`config.mk`:
```
export PLATFORM = sky130hd
export DESIGN_NAME = bridge_primary_bar_bank
export DESIGN_NICKNAME = d
export VERILOG_FILES = /design/src/verilog/bridge_primary_bar_bank.v
export VERILOG_INCLUDE_DIRS = /design/src /design/src/verilog
export SDC_FILE = /design/constraint.sdc
export NUM_CORES = 1
export LEC_CHECK = 0
export BUFFER_PORTS_ARGS = -buffer_cell sky130_fd_sc_hd__buf_2
export CAP_MARGIN = 20
export CORE_MARGIN = 2
export CORE_UTILIZATION = 35
export CTS_CLUSTER_SIZE = 30
export DETAILED_ROUTE_END_ITERATION = 12
export GPL_TIMING_DRIVEN = 1
export HOLD_SLACK_MARGIN = 0.08
export MAX_ROUTING_LAYER = met4
export PLACE_DENSITY_LB_ADDON = 0.3
export SETUP_SLACK_MARGIN = 0.05
export SYNTH_ARGS = -nofsm -noshare
export SYNTH_HDL_FRONTEND = slang
export SYNTH_SLANG_ARGS = --single-unit
```
`constraint.sdc`:
```
create_clock -name sys_clk -period 8.3 [get_ports sys_clk]
set_clock_uncertainty 0.05 [all_clocks]
set_input_delay 0.83 -clock sys_clk [delete_from_list [all_inputs] [get_ports sys_clk]]
set_output_delay 0.83 -clock sys_clk [all_outputs]
set_load 0.03 [all_outputs]
```
`src/verilog/bar_bank_defines.vh`:
```
// Contract
// RL1: CSR I/O window, 256 bytes, base bits 31:8
// RL2: CSR window bit0 reads 1, 7:1 zero
// RL3: Window 1 size/type from setup at 0xAC
// RL4: Setup bit 31 clear disables window
// RL5: Window 1: memory 4KB-2GB, I/O 64B-256B
// RL6: Window 1 forwards via translated base 0xA8
// RL7: Base bits writable only where setup bit set
// RL8: Window 1 type 00=32-bit, 01=64-bit
// RL9: Window 2 32-bit only, type reads 00
// RL10: Window 2 size/type from setup 0x00C
// RL11: Window 2 memory 4KB to 2GB
// RL12: Window 2 translated via base 0x008
// RL13: Bit 3 zero, 11:4 zero, bit0 memory
`ifndef BAR_BANK_DEFINES_VH
`define BAR_BANK_DEFINES_VH

// ----------------------------------------
// Register offsets
// ----------------------------------------
`define OFS_CSR_IO_BASE   8'h14
`define OFS_WIN1_BASE     8'h18
`define OFS_WIN2_BASE     8'h1C
`define OFS_WIN1_SETUP    8'hAC
`define OFS_WIN1_XLAT     8'hA8
`define CSR_OFS_WIN2_SETUP 12'h00C
`define CSR_OFS_WIN2_XLAT  12'h008

// ----------------------------------------
// Field positions and reset values
// ----------------------------------------
`define SETUP_ENABLE_BIT  31
`define SETUP_IO_BIT      0
`define SETUP_TYPE64_BIT  1
`define CSR_IO_BASE_LSB   8
`define WIN_BASE_LSB      12
`define CSR_IO_BASE_RST   24'h000000
`define WIN_BASE_RST      20'h00000
`define TYPE_32BIT        2'h0
`define TYPE_64BIT        2'h1

// ----------------------------------------
// Window size limits
// ----------------------------------------
`define IO_WIN_MIN_LSB    6
`define IO_WIN_FIXED_MASK 32'hFFFFFF00
`define MEM_WIN_MIN_MASK  32'hFFFFF000
`define WIN_TOP_MASK      32'h80000000

`endif

```
`src/verilog/bridge_primary_bar_bank.v`:
```
// Our own choice: strobed register access.
`timescale 1ns/100ps
`default_nettype none
`include "bar_bank_defines.vh"

module bridge_primary_bar_bank
#(
  parameter IO_MIN_LSB = `IO_WIN_MIN_LSB
)
(
  // Clock, reset, enable
  input  wire        sys_clk,
  input  wire        rst_n,
  input  wire        clk_en,
  // Register port
  input  wire [7:0]  reg_addr,
  input  wire [31:0] reg_wdata,
  input  wire        reg_wr,
  input  wire        reg_rd,
  output reg  [31:0] reg_rdata,
  // Setup registers, loaded elsewhere
  input  wire [31:0] win1_setup,
  input  wire [31:0] win2_setup,
  // Translated bases
  input  wire [31:0] win1_xlat_base,
  input  wire [31:0] win2_xlat_base,
  // Address decode
  input  wire [31:0] txn_addr,
  input  wire        txn_io,
  input  wire        txn_valid,
  output reg         csr_hit,
  output reg         win1_hit,
  output reg         win2_hit,
  output reg  [31:0] fwd_addr
);

  // ----------------------------------------
  // Local constants
  // ----------------------------------------
  localparam NUM_WIN = 2;
  localparam WIN1    = 0;
  localparam WIN2    = 1;

  localparam [1:0] SEL_NONE = 2'h0;
  localparam [1:0] SEL_CSR  = 2'h1;
  localparam [1:0] SEL_WIN1 = 2'h2;
  localparam [1:0] SEL_WIN2 = 2'h3;

  // An I/O window may shrink to 64 bytes, so setup bits 7:6 also take part.
  localparam [31:0] IO_KEEP  = ~((32'h00000001 << IO_MIN_LSB) - 32'h00000001);
  localparam [31:0] MEM_KEEP = `MEM_WIN_MIN_MASK;

  // ----------------------------------------
  // Storage
  // ----------------------------------------
  reg  [23:0]        csr_base_reg;
  reg  [23:0]        csr_base_next;
  reg  [19:0]        win_base_reg  [0:NUM_WIN-1];
  wire [19:0]        win_base_next [0:NUM_WIN-1];
  reg  [31:0]        reg_rdata_next;
  reg                csr_hit_next;
  reg                win1_hit_next;
  reg                win2_hit_next;
  reg  [31:0]        fwd_addr_next;
  integer            wi;

  // ----------------------------------------
  // Per-window views
  // ----------------------------------------
  wire [31:0]        win_setup     [0:NUM_WIN-1];
  wire [31:0]        win_xlat      [0:NUM_WIN-1];
  wire [31:0]        win_mask      [0:NUM_WIN-1];
  wire [31:0]        win_fwd       [0:NUM_WIN-1];
  wire [NUM_WIN-1:0] win_io;
  wire [NUM_WIN-1:0] win_hit_raw;
  wire               csr_m;
  wire [1:0]         win1_type;
  wire [31:0]        csr_val;
  wire [31:0]        win1_val;
  wire [31:0]        win2_val;

  assign win_setup[WIN1] = win1_setup;                                          // [RL3]
  assign win_setup[WIN2] = win2_setup;                                          // [RL10]
  assign win_xlat[WIN1]  = win1_xlat_base;                                      // [RL6]
  assign win_xlat[WIN2]  = win2_xlat_base;                                      // [RL12]

  // Only window 1 may claim I/O space; window 2 stays memory whatever its setup holds.
  assign win_io[WIN1]    = win1_setup[`SETUP_IO_BIT];
  assign win_io[WIN2]    = 1'b0;                                                // [RL11]

  // ----------------------------------------
  // Decode helpers
  // ----------------------------------------
  function [1:0] reg_sel;
    input [7:0] addr;
    begin
      case (addr)
        `OFS_CSR_IO_BASE: reg_sel = SEL_CSR;
        `OFS_WIN1_BASE:   reg_sel = SEL_WIN1;
        `OFS_WIN2_BASE:   reg_sel = SEL_WIN2;
        default:          reg_sel = SEL_NONE;
      endcase
    end
  endfunction

  function [19:0] masked_write;
    input [19:0] old_v;
    input [19:0] new_v;
    input [19:0] mask;
    begin
      masked_write = (new_v & mask) | (old_v & ~mask);                          // [RL7]
    end
  endfunction

  // Bit 31 always compares, which caps every window at 2 GB.
  function [31:0] window_mask;
    input [31:0] setup;
    input        io;
    begin
      if (io)
        window_mask = `IO_WIN_FIXED_MASK | (setup & IO_KEEP);                   // [RL5]
      else
        window_mask = `WIN_TOP_MASK | (setup & MEM_KEEP);                       // [RL5] [RL11]
    end
  endfunction

  function [1:0] type_code;
    input [31:0] setup;
    input        io;
    begin
      if (!io && setup[`SETUP_TYPE64_BIT])
        type_code = `TYPE_64BIT;
      else
        type_code = `TYPE_32BIT;                                                // [RL8]
    end
  endfunction

  function window_match;
    input [31:0] addr;
    input [31:0] base;
    input [31:0] mask;
    input [31:0] setup;
    input        addr_io;
    input        space_io;
    begin
      window_match = setup[`SETUP_ENABLE_BIT] && (addr_io == space_io) &&
                     (((addr ^ base) & mask) == 32'h00000000);                  // [RL4]
    end
  endfunction

  // ----------------------------------------
  // Window slices
  // ----------------------------------------
  genvar gi;
  generate
    for (gi = 0; gi < NUM_WIN; gi = gi + 1)
    begin : g_win
      wire [1:0]  my_sel;
      wire [31:0] base;

      assign my_sel       = (gi == WIN1) ? SEL_WIN1 : SEL_WIN2;
      assign base         = {win_base_reg[gi], 12'h000};
      assign win_mask[gi] = window_mask(win_setup[gi], win_io[gi]);

      assign win_base_next[gi] = (reg_wr && (reg_sel(reg_addr) == my_sel)) ?
                                 masked_write(win_base_reg[gi], reg_wdata[31:12], win_setup[gi][31:12]) :
                                 win_base_reg[gi];                              // [RL7]

      assign win_hit_raw[gi] = window_match(txn_addr, base, win_mask[gi], win_setup[gi],
                                            txn_io, win_io[gi]);                // [RL4]

      assign win_fwd[gi] = (win_xlat[gi] & win_mask[gi]) | (txn_addr & ~win_mask[gi]); // [RL6] [RL12]
    end
  endgenerate

  // ----------------------------------------
  // Read value composition
  // ----------------------------------------
  assign win1_type = type_code(win1_setup, win_io[WIN1]);                       // [RL8]
  assign csr_val   = {csr_base_reg, 7'h00, 1'b1};                               // [RL1] [RL2]
  assign win1_val  = {win_base_reg[WIN1], 8'h00, 1'b0, win1_type, win_io[WIN1]}; // [RL13]
  assign win2_val  = {win_base_reg[WIN2], 8'h00, 1'b0, `TYPE_32BIT, 1'b0};      // [RL9] [RL13]
  assign csr_m     = txn_io && (txn_addr[31:`CSR_IO_BASE_LSB] == csr_base_reg); // [RL1]

  // ----------------------------------------
  // Next values
  // ----------------------------------------
  always @*
  begin
    csr_base_next = csr_base_reg;
    if (reg_wr && (reg_sel(reg_addr) == SEL_CSR))
      csr_base_next = reg_wdata[31:`CSR_IO_BASE_LSB];                           // [RL1]
  end

  // A read in the same cycle as a write returns the old value.
  always @*
  begin
    reg_rdata_next = 32'h00000000;
    if (reg_rd)
    begin
      case (reg_sel(reg_addr))
        SEL_CSR:  reg_rdata_next = csr_val;
        SEL_WIN1: reg_rdata_next = win1_val;
        SEL_WIN2: reg_rdata_next = win2_val;
        default:  reg_rdata_next = 32'h00000000;
      endcase
    end
  end

  // The control window wins over window 1, which wins over window 2.
  always @*
  begin
    csr_hit_next  = txn_valid && csr_m;
    win1_hit_next = txn_valid && !csr_m && win_hit_raw[WIN1];
    win2_hit_next = txn_valid && !csr_m && !win_hit_raw[WIN1] && win_hit_raw[WIN2];
  end

  always @*
  begin
    fwd_addr_next = 32'h00000000;
    if (win1_hit_next)
      fwd_addr_next = win_fwd[WIN1];                                            // [RL6]
    else if (win2_hit_next)
      fwd_addr_next = win_fwd[WIN2];                                            // [RL12]
  end

  // ----------------------------------------
  // Base registers
  // ----------------------------------------
  always @(posedge sys_clk)
  begin
    if (!rst_n)
    begin
      csr_base_reg <= `CSR_IO_BASE_RST;                                         // [RL2]
      for (wi = 0; wi < NUM_WIN; wi = wi + 1)
        win_base_reg[wi] <= `WIN_BASE_RST;                                      // [RL7]
    end
    else if (clk_en)
    begin
      csr_base_reg <= csr_base_next;
      for (wi = 0; wi < NUM_WIN; wi = wi + 1)
        win_base_reg[wi] <= win_base_next[wi];
    end
  end

  // ----------------------------------------
  // Read data
  // ----------------------------------------
  always @(posedge sys_clk)
  begin
    if (!rst_n)
      reg_rdata <= 32'h00000000;
    else if (clk_en)
      reg_rdata <= reg_rdata_next;
  end

  // ----------------------------------------
  // Hit flags and forwarded address
  // ----------------------------------------
  always @(posedge sys_clk)
  begin
    if (!rst_n)
    begin
      csr_hit  <= 1'b0;
      win1_hit <= 1'b0;
      win2_hit <= 1'b0;
    end
    else if (clk_en)
    begin
      csr_hit  <= csr_hit_next;
      win1_hit <= win1_hit_next;
      win2_hit <= win2_hit_next;
    end
  end

  always @(posedge sys_clk)
  begin
    if (!rst_n)
      fwd_addr <= 32'h00000000;
    else if (clk_en)
      fwd_addr <= fwd_addr_next;
  end

endmodule
`default_nettype wire

```
==> results of run 1 <==
worst max-delay path, delay by kind of cell:
kind / cells / cell delay [ps]
mux: 1 / 380
simple gates: 3 / 1080
buf+inv: 2 / 1080
compound gates: 2 / 390
layout make-up:
| class | instances | area, µm² | share of cell area |
|---|---|---|---|
| clock inverters | 13 | 138 | 0.0154 |
| clock buffers | 19 | 464 | 0.0518 |
| multi-input cells | 582 | 3910 | 0.437 |
| well taps | 265 | 332 | 0.0370 |
| diodes | 5 | 12.5 | 0.00140 |
| inverters | 2 | 7.51 | 0.000838 |
| repair buffers | 232 | 1190 | 0.133 |
| flip-flops and latches | 125 | 2900 | 0.324 |
per-layer routing:
layer / part of all wire / vias up
met3: 0.061 / 36
li1: - / 3073
met5: 0 / -
met1: 0.43 / 2901
met4: 0.024 / 0
met2: 0.48 / 241
cell usage in the layout, fill, tap and decap left out, types with 3 or more instances in the layout:
master / netlist / routed
o22ai_1: 9 / 9
a22o_2: 3 / 3
clkbuf_16: 0 / 18
buf_2: 12 / 221
a22o_1: 4 / 4
mux2i_1: 60 / 60
a21boi_0: 22 / 22
o211ai_1: 8 / 8
nand3_1: 30 / 30
clkinvlp_4: 0 / 3
nor2_1: 81 / 80
mux2_2: 44 / 44
nand4_1: 13 / 13
clkinv_2: 0 / 4
o21ai_0: 21 / 20
and3_1: 4 / 3
buf_4: 9 / 11
dfxtp_1: 85 / 85
nand2b_1: 7 / 7
a21boi_1: 8 / 8
a21oi_1: 20 / 20
edfxtp_1: 40 / 40
a22oi_1: 8 / 8
xor2_1: 20 / 20
nor4_1: 3 / 3
diode_2: 0 / 5
conb_1: 1 / 6
clkinv_4: 0 / 3
nand2_1: 129 / 129
xnor2_1: 44 / 44
o211ai_2: 19 / 19
power by group through the flow:
stage | combinational (W) | clock (W) | sequential, W
after global placement | 0.000183 | 0 | 0.000667
after CTS | 0.000185 | 0.000773 | 0.000654
after floorplan | 0.0000956 | 0 | 0.000665
after detailed placement | 0.000184 | 0 | 0.000667
after global routing | 0.000199 | 0.000802 | 0.000656
final | 0.000184 | 0.000762 | 0.000654
final timing paths:
check                                        start             to
worst max-delay path                 win1_setup[0]    fwd_addr[2]
worst min-delay path                 reg_rdata[13]  reg_rdata[13]
worst max register to register  win_base_reg[0][2]    fwd_addr[2]
worst min register to register       reg_rdata[13]  reg_rdata[13]
cell families (layout without fill, tap and decap cells):
family	Yosys count	in the layout	synth area share
AO/OA/AOI/OAI	131	131	0.140
other	1	11	0.000536
AND/OR/NAND/NOR	276	276	0.171
multiplexers	105	105	0.159
flip-flops	125	125	0.415
XOR/XNOR	64	64	0.0801
buffers and inverters	48	266	0.0348
per-stage QoR:
stage	power (W)	hold slack (ps)	setup WS, ps	util	instance area (µm²)
4_1_cts	0.00161	401	4780	0.458	8940
5_1_grt	0.00166	418	4540	0.459	8950
6_report	0.00160	400	4740	0.459	8950
2_1_floorplan	0.000761	411	4670	-	7020
3_3_place_gp	0.000850	382	4340	0.427	8340
3_5_place_dp	0.000851	388	4330	0.427	8340
==> results.toml, run 1 <==
[setup_path]
path_max_fanout = 32
cp_slowest_cell = "and3_2"
cp-end-kind = "flip-flop"
worst-endpoint-required_ps = 8560
crit_chain = "buf_2, nand2b_1, o2111ai_1, nor4_1, and3_2, buf_4, mux2_4, a22o_2"
worst_setup_path_start_kind = "primary input"
worstSetupPathType = "primary input to flip-flop"
crit_path_max_incr_delay_ps = 620
cp_data_arrival_time_ps = 3820
ff2ff_setup_slack_ps = 5300
rr_worst_depth = 7

[drt]
vias = 6251
viasPerCell = 5.03
drc_errors = 0
wire_per_inst_um = 19.3
firstDrtPassIters = 5
drt_wl_total_mm = 24.0
drtIter0Drc = 402
detail-route-antenna-nets = 0

[cts]
htreeDepth = 4
postCtsSetupBuffers = 0
cts_resized = 0
cts_buffers = 17
clock_latency_ps = 420
cts-root-buf = "clkbuf_16"
cts_tree = "built"
cts.sink_count = 125
path_clk_slew_ps = 60
clk_path_buf_depth = 2
holdBufCountCts = 0

[sta]
maxSlewViolCount = 0
period_minus_slack_ps = 3560
rsz0062_at_grt = "no"
finalHoldViolations = 0
maxSlewHeadroom = 0.269
worst_pin_slew_ps = 1100
period_share = 0.428
fin_setup_tns_ps = 0
max_clock_freq_ghz = 0.281
setup_viol = 0

[place]
portBuffers = 221
place.gp.congestion = 0.848
dp.final_hpwl_mm = 16.8
place_inst = 1206

[power]
sw_frac_of_total = 0.254
power_density_mw_per_mm2 = 179
pwr-share-comb = 0.115
seq_power_share = 0.409
leakagePower_nw = 3.86
p_int_w = 0.00119
p_switching_w = 0.000407
pwr-share-clk = 0.476
vdd_ir_drop_max_mv = 0.121

[grt]
grt_busiest_layer = "met2"
grt_use_total = 0.232
grt_pass1_vias = 6245
use_met3 = 0.0489
grt_max_degree = 41
grt_pass1_wl_mm = 36.3
antenna_found_initial = 5
grtUsageMet2 = 0.388
grt_overflow = 0
use_met1 = 0.282

[finish]
n_fill_cell = 1963
nets = 1167
layout.cells.non_filler = 1243
area_growth_pct = 27.9
drive_gt1_frac = 0.350
largest_reg_flops = 40

[worst_hold_path]
hold_depth = 2
hold_path.class = "flip-flop to flip-flop"

[synth]
synthTopCellsByCount = "nand2_1 (129), dfxtp_1 (85), nor2_1 (81), mux2i_1 (60)"
synth_edf_count = 40
synth.cell_area_mm2 = 0.00700
yosysTopAreaCellShare = 0.243
synthCells = 750
yosysWarningCount = 0
synthArstFlopShare = 0
synth-main-ff-cell = "dfxtp_1"
yosysMostFrequentCell = "nand2_1"
ys_top_cells_by_area = "dfxtp_1 (24%), edfxtp_1 (17%), mux2i_1 (8.6%), mux2_2 (7.1%), nand2_1 (6.9%)"
synth.largest_area_cell = "dfxtp_1"
synth_seq_area_share = 0.415
postSynthAreaPerCell_um2 = 9.34
ys_seq_elements = 125
ys_types = 46

[die]
initial_core_util = 0.359
core_area_mm2 = 0.0195
top_level_ports = 274
rows = 51
die_area_mm2 = 0.0212
fp.dieW_um = 145
chipHeight_um = 145

[status]
outcome = "finished clean"

[flow_run]
max_cap_violations = 0
No activity file was read; power rests on OpenSTA's default activity.
==> run 2: changes to the inputs <==
- clock period: 8.3 -> 3.58 ns (I/O delays scaled with it)
==> results.toml, run 2 (synthesized netlist as in run 1, its figures left out) <==
[drt]
firstDrtPassIters = 4
detail-route-antenna-nets = 0
wire_per_inst_um = 19.2
viasPerCell = 5.06
drt_wl_total_mm = 24.0
vias = 6321
drc_errors = 0
drtIter0Drc = 389

[grt]
antenna_found_initial = 2
grt_pass1_wl_mm = 36.3
grt_overflow = 0
grt_pass1_vias = 6284
grt_use_total = 0.232
grt_max_degree = 33

[finish]
largest_reg_flops = 40
final_common_cell = "buf_2"
nets = 1174
drive_gt1_frac = 0.354
area_growth_pct = 29.6
post-route-util = 0.465
final_cell_mix = "buf_2 (221), nand2_1 (129), dfxtp_1 (85)"

[place]
portBuffers = 221
dp.final_hpwl_mm = 17.5
place.gp.congestion = 0.851

[sta]
worst_pin_slew_ps = 1080
rsz0062_at_grt = "no"
maxSlewHeadroom = 0.281
maxSlewViolCount = 0
period_minus_slack_ps = 2600
finalHoldViolations = 0
period_share = 0.727
fin_setup_tns_ps = 0
whs_ps = 104
max_clock_freq_ghz = 0.384
setup_viol = 0

[power]
power_density_mw_per_mm2 = 426
leakagePower_nw = 3.92
vdd_ir_drop_max_mv = 0.298

[setup_path]
crit_chain = "xor2_1, a222oi_1, nand3_1, nor3_4, buf_4, nand2_1, o211ai_2"
cp-end-kind = "flip-flop"
cp_slowest_cell = "nor3_4"
crit_path_max_incr_delay_ps = 620
path_max_fanout = 13
cp_data_arrival_time_ps = 2900
worst_setup_path_start_kind = "flip-flop"
path_delay_family = "simple AND/OR/NAND/NOR gates"
worstSetupPathType = "flip-flop to flip-flop"
worst-endpoint-required_ps = 3880
worst-path-buf-inv = 1

[cts]
cts_tree = "built"
cts_resized = 0
clock_latency_ps = 430
clk_path_buf_depth = 2
postCtsSetupBuffers = 0
cts-root-buf = "clkbuf_16"
htreeDepth = 4
holdBufCountCts = 0
cts.sink_count = 125
cts_buffers = 17
path_clk_slew_ps = 60

[die]
chipHeight_um = 145
die_area_mm2 = 0.0212
fp.dieW_um = 145
core_area_mm2 = 0.0195
rows = 51
initial_core_util = 0.359
top_level_ports = 274

[status]
outcome = "finished clean"

[worst_hold_path]
hold_path.class = "primary input to flip-flop"

[flow_run]
max_cap_violations = 0
run 2: final timing paths:
| path | slack, ps | startpoint | cells past startpoint | end |
|---|---|---|---|---|
| worst max-delay path | 980 | win_base_reg[0][33] | 7 | fwd_addr[16] |
| worst max register to register | 980 | win_base_reg[0][33] | 7 | fwd_addr[16] |
| worst min-delay path | 100 | txn_addr[1] | 2 | fwd_addr[1] |
| worst min register to register | 400 | reg_rdata[14] | 2 | reg_rdata[14] |
run 2: power by group:
group,switching (W),internal (W)
logic,0.000237,0.000198
registers,0.0000243,0.00149
clock network,0.000686,0.00123
run 2: final cells by class:
type | instances | area, µm²
sequential | 125 | 2900
inverter | 2 | 7.51
clock inverter | 15 | 220
fill | 1945 | 10400
clock buffer | 17 | 425
antenna | 3 | 7.51
timing repair buffer | 239 | 1270
multi-input combinational | 582 | 3910
tap | 265 | 332
run 2: through the flow:
stage          cells  setup WS (ps)  power [W]  cell area [µm²]
3_3_place_gp    1212            647    0.00197             8400
4_1_cts         1245            999    0.00389             9070
5_1_grt         1247            817    0.00400             9070
3_5_place_dp    1213            668    0.00198             8420
2_1_floorplan    755            426    0.00176             7020
6_report        1248            978    0.00387             9080
run 2: layer usage:
layer  wire length, µm  global-route usage  vias to the layer above
met5                 0                   -                        -
met3              1600              0.0558                       28
li1                  -                   -                     3081
met4               361              0.0603                        0
met1             10600               0.287                     2984
met2             11400               0.381                      228
==> run 3: changes to the inputs <==
- clock period: 3.58 -> 2.7 ns (I/O delays scaled with it)
==> results.toml, run 3 (synthesized netlist as in run 1, its figures left out) <==
[sta]
period_share = 0.869
fin_setup_tns_ps = 0
rsz0062_at_grt = "no"
setup_viol = 0
finalHoldViolations = 0
period_minus_slack_ps = 2350
whs_ps = 93.1
maxSlewHeadroom = 0.591
worst_pin_slew_ps = 611
maxSlewViolCount = 0
max_clock_freq_ghz = 0.426

[status]
outcome = "finished clean"

[grt]
grt_max_degree = 41
grt_overflow = 0
antenna_found_initial = 2
grt_use_total = 0.233
grt_pass1_wl_mm = 36.9
grt_pass1_vias = 6533

[place]
place_area_mm2 = 0.00845
dp.final_hpwl_mm = 17.5
place.gp.congestion = 0.905
portBuffers = 221
place_inst = 1216

[die]
core_area_mm2 = 0.0195
fp.dieW_um = 145
initial_core_util = 0.359
top_level_ports = 274
die_area_mm2 = 0.0212
rows = 51
chipHeight_um = 145

[setup_path]
worst-endpoint-required_ps = 3010
worst_setup_path_start_kind = "flip-flop"
crit_chain = "xor2_1, a222oi_1, nand3_1, nor3_4, buf_4, mux2_4, a22o_2"
path_max_fanout = 9
cp_data_arrival_time_ps = 2660
rr_worst_depth = 7
cp_slowest_cell = "edfxtp_1"
ff2ff_setup_slack_ps = 350
critPathLaunch = "win_base_reg[0][33]"
cp-end-kind = "flip-flop"
reg2reg_from = "win_base_reg[0][33]"
crit_path_max_incr_delay_ps = 420
worstSetupPathType = "flip-flop to flip-flop"

[drt]
vias = 6546
drt_wl_total_mm = 24.0
wire_per_inst_um = 18.7
drtIter0Drc = 357
drc_errors = 0
detail-route-antenna-nets = 0
viasPerCell = 5.10
firstDrtPassIters = 6

[power]
power_w = 0.00488
vdd_ir_drop_max_mv = 0.357
leakagePower_nw = 4.04
power_density_mw_per_mm2 = 522

[cts]
cts-root-buf = "clkbuf_16"
clk_path_buf_depth = 2
path_clk_slew_ps = 60
cts.sink_count = 125
cts_buffers = 17
cts_tree = "built"
cts_resized = 0
clock_latency_ps = 420
postCtsSetupBuffers = 0
htreeDepth = 4

[finish]
area_growth_pct = 33.6
drive_gt1_frac = 0.337
layout.cells.non_filler = 1283
nets = 1210
final_cell_area_mm2 = 0.00935
final_common_cell = "buf_2"
final_cell_mix = "buf_2 (221), nand2_1 (129), dfxtp_1 (85)"
largest_reg_flops = 40

[worst_hold_path]
hold_path.class = "primary input to flip-flop"
hold_depth = 3
holdCritStartpoint = "txn_addr[6]"

[flow_run]
max_cap_violations = 0
-- run 3: changes by cell type in the layout (fill, tap and decap cells not counted) --
cell | previous run | this run
buf_16 | 1 | 0
buf_4 | 16 | 18
clkbuf_1 | 0 | 5
diode_2 | 3 | 2
inv_6 | 1 | 0
clkinv_4 | 2 | 0
buf_12 | 1 | 3
clkinvlp_4 | 4 | 1
dlygate4sd3_1 | 0 | 33
clkinv_1 | 1 | 4
bufinv_16 | 5 | 3
-- run 3: metrics by stage --
step,setup WS [ps],util
floorplan,259,-
global placement,221,0.433
detailed placement,209,0.433
CTS,344,0.479
global route,252,0.479
finish,355,0.479
-- run 3: final timing paths --
kind | end
worst min-delay path | fwd_addr[6]
worst min register to register | reg_rdata[28]
worst max register to register | fwd_addr[2]
worst max-delay path | fwd_addr[2]
-- run 3: final cells by class --
cell class              count  area [µm²]
clock inverters            10         123
flip-flops and latches    125        2900
well taps                 265         332
fillers                  1952       10200
diodes                      2        5.00
multi-input cells         582        3910
clock buffers              22         444
repair buffers            275        1630
inverters                   2        7.51
-- run 3: layer usage --
layer  GRT usage  vias to the layer above  wire length, µm
met2       0.384                      271            11400
met1       0.291                     3082            10600
li1            -                     3152                -
met4      0.0691                        0              484
met5           -                        -                0
met3      0.0439                       41             1470
-- run 3: worst max-delay path, delay by kind of cell, from the launching register on --
| family | cells | cell delay, ps |
|---|---|---|
| simple gates | 2 | 620 |
| mux | 1 | 210 |
| xor+xnor | 1 | 210 |
| compound gates | 2 | 500 |
| buf+inv | 1 | 250 |
| flops | 1 | 420 |
-- run 3: timing repair --
action | CTS | global route
hold buffers | 33 | 0
setup endpoints to repair | 0 | 0
hold endpoints to repair | 32 | 0
-- run 3: power breakdown --
group | total [W] | leakage (nW) | internal (W) | switching (W)
Sequential | 0.00201 | 1.10 | 0.00198 | 0.0000325
Combinational | 0.000611 | 2.67 | 0.000290 | 0.000321
Clock | 0.00226 | 0.272 | 0.00143 | 0.000826
Total | 0.00488 | 4.04 | 0.00370 | 0.00118
